===== src/common/plmx_pkg.sv =====
/*
  shared constants for the serial load and status select logic.
  assumes a single 50 MHz system clock; all pin inputs are asynchronous.
*/
package plmx_pkg;
  localparam int SHIFT_W = 22;
  localparam int REF_W = 14;
  localparam int MAIN_W = 11;
  localparam int CNT_W = 14;
  // control pair values, upper bit first
  localparam logic [1:0] SEL_FIRST_REF = 2'h0;
  localparam logic [1:0] SEL_FIRST_MAIN = 2'h1;
  localparam logic [1:0] SEL_SECOND_REF = 2'h2;
  localparam logic [1:0] SEL_SECOND_MAIN = 2'h3;
  // field positions in a reference latch
  localparam int POS_SEL_LO = 0;
  localparam int POS_SEL_HI = 1;
  localparam int POS_REF_LO = 2;
  localparam int POS_REF_HI = 15;
  localparam int POS_UNUSED = 16;
  localparam int POS_POLARITY = 17;
  localparam int POS_GAIN = 18;
  localparam int POS_TRISTATE = 19;
  localparam int POS_MODE_LO = 20;
  localparam int POS_MODE_HI = 21;
  // field positions in a main latch
  localparam int POS_A_LO = 2;
  localparam int POS_A_HI = 7;
  localparam int POS_B_LO = 8;
  localparam int POS_B_HI = 18;
  localparam int POS_MAIN_GAIN = 19;
  localparam logic [SHIFT_W-1:0] LATCH_RESET = 22'h000000;
  // status modes: second upper, second lower, first upper, first lower
  localparam logic [3:0] MODE_LOW = 4'h0;
  localparam logic [3:0] MODE_FIRST_LOCK = 4'h1;
  localparam logic [3:0] MODE_FIRST_REF = 4'h2;
  localparam logic [3:0] MODE_FIRST_MAIN = 4'h3;
  localparam logic [3:0] MODE_SECOND_LOCK = 4'h4;
  localparam logic [3:0] MODE_BOTH_LOCK = 4'h5;
  localparam logic [3:0] MODE_SECOND_REF = 4'h8;
  localparam logic [3:0] MODE_SECOND_MAIN = 4'h9;
  localparam logic [3:0] MODE_FAST_LOCK = 4'hA;
  localparam logic [3:0] MODE_RESET_FIRST = 4'hB;
  localparam logic [3:0] MODE_RESET_SECOND = 4'hE;
  localparam logic [3:0] MODE_RESET_BOTH = 4'hF;
  // lock detect
  localparam int LOCK_PULSES = 5;
  localparam int NARROW_NS = 15;
  localparam int CLK_NS = 20;
  localparam int NARROW_CYC = (NARROW_NS / CLK_NS) < 1 ? 1 : (NARROW_NS / CLK_NS);
  localparam int SYNC_STAGES = 2;
  // pin levels after reset, detector outputs idle high; zeros would fake a low pulse
  localparam logic [7:0] PIN_RESET = 8'hC0;
endpackage


===== src/core/plmx_divider.sv =====
/*
  programmable divider: one output pulse per ratio input ticks.
  assumes tick is a one-cycle pulse in the clk domain.
*/
module plmx_divider
  import plmx_pkg::*;
#(
  parameter int W = CNT_W
) (
  input wire logic clk,
  input wire logic rstn,
  input wire logic clr,
  input wire logic tick,
  input wire logic [W-1:0] ratio,
  output logic pulse_q
);
  logic [W-1:0] cnt_q;
  logic [W-1:0] cnt_d;
  wire last = (cnt_q + W'(1) >= ratio);
  // ratio zero acts as one rather than locking up
  assign cnt_d = clr ? '0 : (tick ? (last ? '0 : cnt_q + W'(1)) : cnt_q);

  always_ff @(posedge clk) begin
    if (!rstn) begin
      cnt_q <= '0;
      pulse_q <= 1'b0;
    end else begin
      cnt_q <= cnt_d;
      pulse_q <= tick & last & ~clr;
    end
  end
endmodule


===== src/core/plmx_lock_detect.sv =====
/*
  digital lock detect on the low-going phase detector pulses.
  assumes pfd_n is already synchronised to clk.
*/
module plmx_lock_detect
  import plmx_pkg::*;
(
  input wire logic clk,
  input wire logic rstn,
  input wire logic clr,
  input wire logic pfd_n,
  output logic locked_q
);
  logic [3:0] width_q;
  logic [2:0] run_q;
  logic prev_q;
  wire rise = pfd_n & ~prev_q;
  wire narrow = (width_q <= 4'(NARROW_CYC));
  wire [3:0] width_d = pfd_n ? 4'h0 : (width_q == 4'hF ? width_q : width_q + 4'h1);
  wire [2:0] run_d = clr ? 3'h0
    : (rise ? (narrow ? (run_q == 3'(LOCK_PULSES) ? run_q : run_q + 3'h1) : 3'h0) : run_q);

  always_ff @(posedge clk) begin
    if (!rstn) begin
      width_q <= 4'h0;
      run_q <= 3'h0;
      prev_q <= 1'b1;
      locked_q <= 1'b0;
    end else begin
      prev_q <= pfd_n;
      width_q <= width_d;
      run_q <= run_d;
      locked_q <= (run_d == 3'(LOCK_PULSES));
    end
  end
endmodule


===== src/core/plmx_top.sv =====
/*
  serial load, four latches and status output selection of a dual loop synthesizer.
  assumes all pins are asynchronous to clk and the serial clock runs well below clk/4.
*/
module plmx_top
  import plmx_pkg::*;
(
  input wire logic clk,
  input wire logic rstn,
  input wire logic serial_clk,
  input wire logic serial_data,
  input wire logic load_strobe,
  input wire logic ref_in,
  input wire logic first_loop_prescaler_in,
  input wire logic second_loop_prescaler_in,
  input wire logic first_loop_pfd_n,
  input wire logic second_loop_pfd_n,
  output logic status_select_output,
  output logic first_loop_pump_out_en,
  output logic first_loop_pump_high_current,
  output logic first_loop_detector_polarity,
  output logic second_loop_pump_out_en,
  output logic second_loop_pump_high_current,
  output logic second_loop_detector_polarity,
  output logic [REF_W-1:0] first_loop_ref_ratio,
  output logic [REF_W-1:0] second_loop_ref_ratio,
  output logic [MAIN_W-1:0] first_loop_main_b,
  output logic [MAIN_W-1:0] second_loop_main_b,
  output logic [5:0] first_loop_main_a,
  output logic [5:0] second_loop_main_a,
  output logic first_loop_locked,
  output logic second_loop_locked
);
  localparam int NPIN = 8;

  // pin synchronisers
  logic [NPIN-1:0] pin_raw;
  logic [NPIN-1:0] meta_q;
  logic [NPIN-1:0] sync_q;
  logic [NPIN-1:0] last_q;
  logic [NPIN-1:0] rise;

  assign pin_raw = {second_loop_pfd_n, first_loop_pfd_n,
                    second_loop_prescaler_in, first_loop_prescaler_in,
                    ref_in, load_strobe, serial_data, serial_clk};

  genvar gi;
  generate
    for (gi = 0; gi < NPIN; gi++) begin : g_sync
      always_ff @(posedge clk) begin
        if (!rstn) begin
          meta_q[gi] <= PIN_RESET[gi];
          sync_q[gi] <= PIN_RESET[gi];
          last_q[gi] <= PIN_RESET[gi];
        end else begin
          meta_q[gi] <= pin_raw[gi];
          sync_q[gi] <= meta_q[gi];
          last_q[gi] <= sync_q[gi];
        end
      end
      assign rise[gi] = sync_q[gi] & ~last_q[gi];
    end
  endgenerate

  wire sclk_rise = rise[0];
  wire sdata = sync_q[1];
  wire load_rise = rise[2];
  wire ref_tick = rise[3];
  wire [1:0] pre_tick = rise[5:4];
  wire [1:0] pfd_n = sync_q[7:6];

  // input shift register
  logic [SHIFT_W-1:0] shift_q;
  logic [SHIFT_W-1:0] shift_d;

  // msb enters first and ends at the top, control pair ends at bits 1..0
  assign shift_d = sclk_rise ? {shift_q[SHIFT_W-2:0], sdata} : shift_q;

  always_ff @(posedge clk) begin
    if (!rstn) begin
      shift_q <= LATCH_RESET;
    end else begin
      shift_q <= shift_d;
    end
  end

  // latch select
  logic [SHIFT_W-1:0] first_ref_q;
  logic [SHIFT_W-1:0] first_main_q;
  logic [SHIFT_W-1:0] second_ref_q;
  logic [SHIFT_W-1:0] second_main_q;

  wire [1:0] sel = {shift_q[POS_SEL_HI], shift_q[POS_SEL_LO]};
  // only the word stored at the strobe edge is taken; clock and strobe
  // edges in one sample window would race, hence the set-up time needed
  wire ld_first_ref = load_rise & (sel == SEL_FIRST_REF);
  wire ld_first_main = load_rise & (sel == SEL_FIRST_MAIN);
  wire ld_second_ref = load_rise & (sel == SEL_SECOND_REF);
  wire ld_second_main = load_rise & (sel == SEL_SECOND_MAIN);

  always_ff @(posedge clk) begin
    if (!rstn) begin
      first_ref_q <= LATCH_RESET;
    end else if (ld_first_ref) begin
      first_ref_q <= shift_q;
    end
  end

  always_ff @(posedge clk) begin
    if (!rstn) begin
      first_main_q <= LATCH_RESET;
    end else if (ld_first_main) begin
      first_main_q <= shift_q;
    end
  end

  always_ff @(posedge clk) begin
    if (!rstn) begin
      second_ref_q <= LATCH_RESET;
    end else if (ld_second_ref) begin
      second_ref_q <= shift_q;
    end
  end

  // frequency and fast lock gain arrive in this single write
  always_ff @(posedge clk) begin
    if (!rstn) begin
      second_main_q <= LATCH_RESET;
    end else if (ld_second_main) begin
      second_main_q <= shift_q;
    end
  end

  // field decode; bit 16 of a reference latch is never read
  wire first_polarity = first_ref_q[POS_POLARITY];
  wire first_gain = first_ref_q[POS_GAIN];
  wire first_tristate = first_ref_q[POS_TRISTATE];
  wire first_mode_lower = first_ref_q[POS_MODE_LO];
  wire first_mode_upper = first_ref_q[POS_MODE_HI];
  wire second_polarity = second_ref_q[POS_POLARITY];
  wire second_gain_ref = second_ref_q[POS_GAIN];
  wire second_tristate = second_ref_q[POS_TRISTATE];
  wire second_mode_lower = second_ref_q[POS_MODE_LO];
  wire second_mode_upper = second_ref_q[POS_MODE_HI];
  // fast lock gain lives in the main latch
  wire second_loop_pump_gain = second_main_q[POS_MAIN_GAIN];

  assign first_loop_ref_ratio = first_ref_q[POS_REF_HI:POS_REF_LO];
  assign second_loop_ref_ratio = second_ref_q[POS_REF_HI:POS_REF_LO];
  assign first_loop_main_b = first_main_q[POS_B_HI:POS_B_LO];
  assign second_loop_main_b = second_main_q[POS_B_HI:POS_B_LO];
  assign first_loop_main_a = first_main_q[POS_A_HI:POS_A_LO];
  assign second_loop_main_a = second_main_q[POS_A_HI:POS_A_LO];

  // status mode
  wire [3:0] mode = {second_mode_upper, second_mode_lower,
                     first_mode_upper, first_mode_lower};

  wire reset_first = (mode == MODE_RESET_FIRST) | (mode == MODE_RESET_BOTH);
  wire reset_second = (mode == MODE_RESET_SECOND) | (mode == MODE_RESET_BOTH);
  wire fast_lock = (mode == MODE_FAST_LOCK);

  // per-loop dividers and lock detect
  logic [1:0] ref_pulse;
  logic [1:0] main_pulse;
  logic [1:0] locked;
  wire [1:0] loop_clr = {reset_second, reset_first};
  wire [REF_W-1:0] ref_ratio [2];
  wire [MAIN_W-1:0] main_ratio [2];

  assign ref_ratio[0] = first_loop_ref_ratio;
  assign ref_ratio[1] = second_loop_ref_ratio;
  assign main_ratio[0] = first_loop_main_b;
  assign main_ratio[1] = second_loop_main_b;

  // both counters share one clear, so they restart on the same edge;
  // main count here is b only, prescaler swallowing is outside this block
  generate
    for (gi = 0; gi < 2; gi++) begin : g_loop
      plmx_divider #(
        .W(REF_W)
      ) u_ref (
        .clk(clk),
        .rstn(rstn),
        .clr(loop_clr[gi]),
        .tick(ref_tick),
        .ratio(ref_ratio[gi]),
        .pulse_q(ref_pulse[gi])
      );
      plmx_divider #(
        .W(MAIN_W)
      ) u_main (
        .clk(clk),
        .rstn(rstn),
        .clr(loop_clr[gi]),
        .tick(pre_tick[gi]),
        .ratio(main_ratio[gi]),
        .pulse_q(main_pulse[gi])
      );
      plmx_lock_detect u_lock (
        .clk(clk),
        .rstn(rstn),
        .clr(loop_clr[gi]),
        .pfd_n(pfd_n[gi]),
        .locked_q(locked[gi])
      );
    end
  endgenerate

  assign first_loop_locked = locked[0];
  assign second_loop_locked = locked[1];

  // analog lock passes the detector's narrow low pulses while locked
  wire first_analog = locked[0] & pfd_n[0];
  wire second_analog = locked[1] & pfd_n[1];
  wire both_analog = first_analog & second_analog;

  // status select; low mode and counter reset modes pick nothing
  wire pick_first_lock = (mode == MODE_FIRST_LOCK);
  wire pick_first_ref = (mode ==? 4'b0?10);
  wire pick_first_main = (mode ==? 4'b0?11);
  wire pick_second_lock = (mode == MODE_SECOND_LOCK);
  wire pick_both_lock = (mode == MODE_BOTH_LOCK);
  wire pick_second_ref = (mode ==? 4'b1?00);
  wire pick_second_main = (mode ==? 4'b1?01);
  wire status_d = (pick_first_lock & first_analog)
    | (pick_first_ref & ref_pulse[0])
    | (pick_first_main & main_pulse[0])
    | (pick_second_lock & second_analog)
    | (pick_both_lock & both_analog)
    | (pick_second_ref & ref_pulse[1])
    | (pick_second_main & main_pulse[1])
    | (fast_lock & second_loop_pump_gain);

  // pump controls
  logic first_en_q;
  logic second_en_q;
  logic status_q;

  always_ff @(posedge clk) begin
    if (!rstn) begin
      first_en_q <= 1'b0;
      second_en_q <= 1'b0;
      status_q <= 1'b0;
    end else begin
      first_en_q <= ~first_tristate & ~reset_first;
      second_en_q <= ~second_tristate & ~reset_second;
      status_q <= status_d;
    end
  end

  assign status_select_output = status_q;
  assign first_loop_pump_out_en = first_en_q;
  assign second_loop_pump_out_en = second_en_q;
  assign first_loop_pump_high_current = first_gain;
  // fast lock also raises second-loop current while the switch is on
  assign second_loop_pump_high_current = second_gain_ref | (fast_lock & second_loop_pump_gain);
  assign first_loop_detector_polarity = first_polarity;
  assign second_loop_detector_polarity = second_polarity;
endmodule


===== config.mk =====
export PLATFORM = sky130hd
export DESIGN_NAME = plmx_top
export DESIGN_NICKNAME = d
export VERILOG_FILES = /design/src/common/plmx_pkg.sv /design/src/core/plmx_divider.sv /design/src/core/plmx_lock_detect.sv /design/src/core/plmx_top.sv
export SDC_FILE = /design/constraint.sdc
export NUM_CORES = 1
export LEC_CHECK = 0
export BUFFER_PORTS_ARGS = -buffer_cell sky130_fd_sc_hd__buf_4
export CORE_ASPECT_RATIO = 0.5
export CORE_MARGIN = 1
export CORE_UTILIZATION = 65
export DETAILED_ROUTE_END_ITERATION = 7
export HOLD_SLACK_MARGIN = 0.02
export MAX_ROUTING_LAYER = met4
export PLACE_DENSITY = 0.95
export SYNTH_ARGS = -nofsm -noshare
export SYNTH_HDL_FRONTEND = slang
export SYNTH_SLANG_ARGS = --single-unit

===== constraint.sdc =====
create_clock -name clk -period 4.95 [get_ports clk]
set_clock_uncertainty 0.2 [all_clocks]
set_input_delay 0.99 -clock clk [delete_from_list [all_inputs] [get_ports clk]]
set_output_delay 0.99 -clock clk [all_outputs]
set_load 0.02 [all_outputs]

==> results.yml <==
outcome:
  status: "finished clean"
global_routing:
  grt_pass1_vias: 7711
  grt_pass1_wl_um: 37200
  gr-usage-all-layers_pct: 33.3
  antenna_found_initial: 0
  grt_max_degree: 102
  grt_overflow: 0
worst_setup_path:
  r2r_slack_ns: 1.08
  path_buf_inv: 1
  cp_slowest_cell: "or3_2"
  cp-start-kind: "register"
  worst_path_largest_cell_delay_ns: 0.52
  worst-path-max-fanout: 15
  cp.arrival_ns: 4.06
  crit_chain: "ha_1 -> inv_1 -> or3_2 -> nor3_1 -> xnor2_1 -> ha_1 -> a21oi_1 -> nand2_1 -> a221oi_1 -> and3_1 -> and3_2 -> a221o_1"
  critPathTopFamily: "simple AND/OR/NAND/NOR gates"
  critical_path_required_ns: 5.14
  crit_top_cell: "ha_1"
  crit_type: "register to register"
  crit_path_end_kind: "register"
place:
  gp_congestion: 0.912
  dp_cells: 1336
  numPortBuffers: 80
  dp_hpwl_um: 15500
synthesis:
  synth_cell_types: 47
  yosysWarnings: 0
  yosys.area.top_type: "dfxtp_1"
  ys_seq_area_share_pct: 40.8
  netlist.area_leader.share_pct: 40.8
  synth-seq-cells: 191
  ys_top_cells_by_area: "dfxtp_1, nand2_1, ha_1"
  synth_xor_area_share_pct: 5.05
  avgSynthCellArea_um2: 8.15
  syn_area_um2: 9360
  muxShareOfSynthArea_pct: 0.548
  postSynthCellCount: 1149
  synthArstFlopShare_pct: 0
  synth_enable_flop_cells: 0
  synth_compound_area_share_pct: 13.6
  synth.top_cells.by_count: "nand2_1, dfxtp_1, a21boi_0, nor2_1, ha_1"
  yosysMostFrequentCell: "nand2_1"
  synth-simple-area-share_pct: 23.6
  synth_nets: 1223
  yosys.area_share.adder_pct: 8.55
  ys.flop_type: "dfxtp_1"
  synth_top_family_by_area: "simple AND/OR/NAND/NOR gates"
sta:
  fmax_ghz: 0.259
  slew_viol_final: 0
  relSlewSlack_pct: 16.8
  fin_setup_tns_ns: 0
  hold_violations: 0
  tightest_slew_ns: 1.24
  period_share_pct: 78.1
  hold_slack_ns: 0.210
  rsz0062_at_grt: "false"
  finalSetupViolations: 0
  period_needed_ns: 3.87
detailed_routing:
  top_layer: "met4"
  dr.pass1.iters: 6
  vias: 8010
  wl_met2_um: 11200
  drtIter0Drc: 808
  wl_per_cell_um: 17.1
  postRouteAntennaNets: 0
  via_per_inst: 5.86
  wl_met3_um: 2020
  drt-met1-wl_um: 9390
  drcViolationCount: 0
  wirelength_um: 23300
pwr:
  p_int_mw: 2.25
  p_sw_mw: 0.715
  powerDensity_nw_per_um2: 288
  p_comb_share_pct: 2.6
  p_seq_share_pct: 52.3
  sw_frac_of_total_pct: 24.1
  peakVddDrop_mv: 0.284
  p_leak_nw: 4.12
  clock_power_share_pct: 45.1
clock_tree:
  cts_root_buffer: "clkbuf_16"
  worstSkewPairLatency_ns: 0.45
  clkTransAtPathRegs_ns: 0.08
  cts.sinks: 191
  cts_tree: "yes"
  hold_buffers: 0
  cts_setup_buffers: 0
  clk_path_buf_depth: 2
  cts_buffers: 17
  cts_resized: 0
  cts_max_level: 4
cells_and_area:
  nFillCells: 876
  syn_to_final_growth_pct: 9.98
  diodes: 0
  nets: 1237
  fin_cells: 1368
  multi_input_area_um2: 4800
  seq_area_um2: 3820
  drive_gt1_share_pct: 10.6
floorplan:
  start_util_pct: 67.8
  io_pins: 81
  core_um2: 13800
  die_x_um: 172
  die_h_um: 86.9
  rows: 30
  dieArea_um2: 14900
job:
  maxCapViolCount: 0
worst_hold_path:
  hold_path.class: "register to register"
registers in the layout (all words and copies together) (netlist names), 2 cells and up:
register	count
g_loop.u_lock.run_q	6
meta_q	8
g_loop.u_ref.pulse_q	2
sync_q	5
second_main_q	18
g_loop.u_lock.width_q	8
second_ref_q	19
pfd_n	2
g_loop.u_lock.prev_q	2
first_ref_q	19
g_loop.u_main.pulse_q	2
last_q	5
first_main_q	17
shift_q	22
g_loop.u_ref.cnt_q	28
g_loop.u_main.cnt_q	22
g_loop.u_lock.locked_q	2
cell families after synthesis:
logic type               Yosys count
AND/OR/NAND/NOR                  501
flip-flops                       191
AO/OA/AOI/OAI                    184
buffers and inverters            150
adder cells (fa/ha/maj)           64
XOR/XNOR                          54
multiplexers                       5
cells in the final DEF, fill, tap and decap left out, drive strengths merged, types with 2 or more instances in the layout:
| master | count |
|---|---|
| nand2 | 287 |
| dfxtp | 191 |
| a21boi | 98 |
| buf | 85 |
| nor2 | 72 |
| inv | 67 |
| ha | 64 |
| xnor2 | 34 |
| a21oi | 33 |
| nand3 | 33 |
| nand2b | 29 |
| and2 | 25 |
| xor2 | 20 |
| o21ai | 20 |
| clkbuf | 19 |
| nor3 | 12 |
| nand4 | 10 |
| nor2b | 10 |
| a21o | 8 |
| and3 | 8 |
| a22o | 6 |
| mux2i | 4 |
| a221o | 4 |
| a31oi | 4 |
| clkinvlp | 4 |
| or3 | 4 |
| or2 | 3 |
| nor4 | 2 |
| a2111oi | 2 |
| and4b | 2 |
| a211oi | 2 |
| nor3b | 2 |
| clkinv | 2 |
metrics by stage:
step	total power [mW]	util [%]	cell area, um^2	setup WS (ns)
6_report	2.97	74.5	10300	1.08
5_1_grt	3.04	74.5	10300	0.830
2_1_floorplan	1.64	-	9360	1.60
3_5_place_dp	1.66	70.5	9730	1.19
4_1_cts	2.96	74.5	10300	1.10
3_3_place_gp	1.66	70.5	9730	1.36
worst paths after layout:
path | start | endpoint | depth (start not counted)
worst max-delay path | g_loop[0].u_ref.cnt_q[0] | g_loop[0].u_ref.cnt_q[9] | 12
worst min-delay path | meta_q[7] | pfd_n[1] | 1
worst max register to register | g_loop[0].u_ref.cnt_q[0] | g_loop[0].u_ref.cnt_q[9] | 12
worst min register to register | meta_q[7] | pfd_n[1] | 1
final cells by class:
cell class	count	area share, %
Clock buffer	19	4.30
Clock inverter	13	1.18
Inverter	60	2.19
Multi-Input combinational cell	808	46.7
Sequential cell	191	37.1
Tap cell	192	2.33
Timing Repair Buffer	85	6.20
power by group through the flow:
stage                     registers, mW  logic (mW)  clock network, mW
after detailed placement           1.59      0.0737                  0
after global routing               1.55      0.0826               1.40
after floorplan                    1.59      0.0517                  0
after CTS                          1.55      0.0752               1.33
final                              1.55      0.0769               1.34
after global placement             1.59      0.0718                  0
layer usage:
layer  global-route usage, %  vias up
met2                    55.0      392
met5                       -        -
met4                    15.7        0
met1                    40.1     3777
li1                        -     3750
met3                    5.59       91
Note: power is estimated with default switching activity, not from simulation.
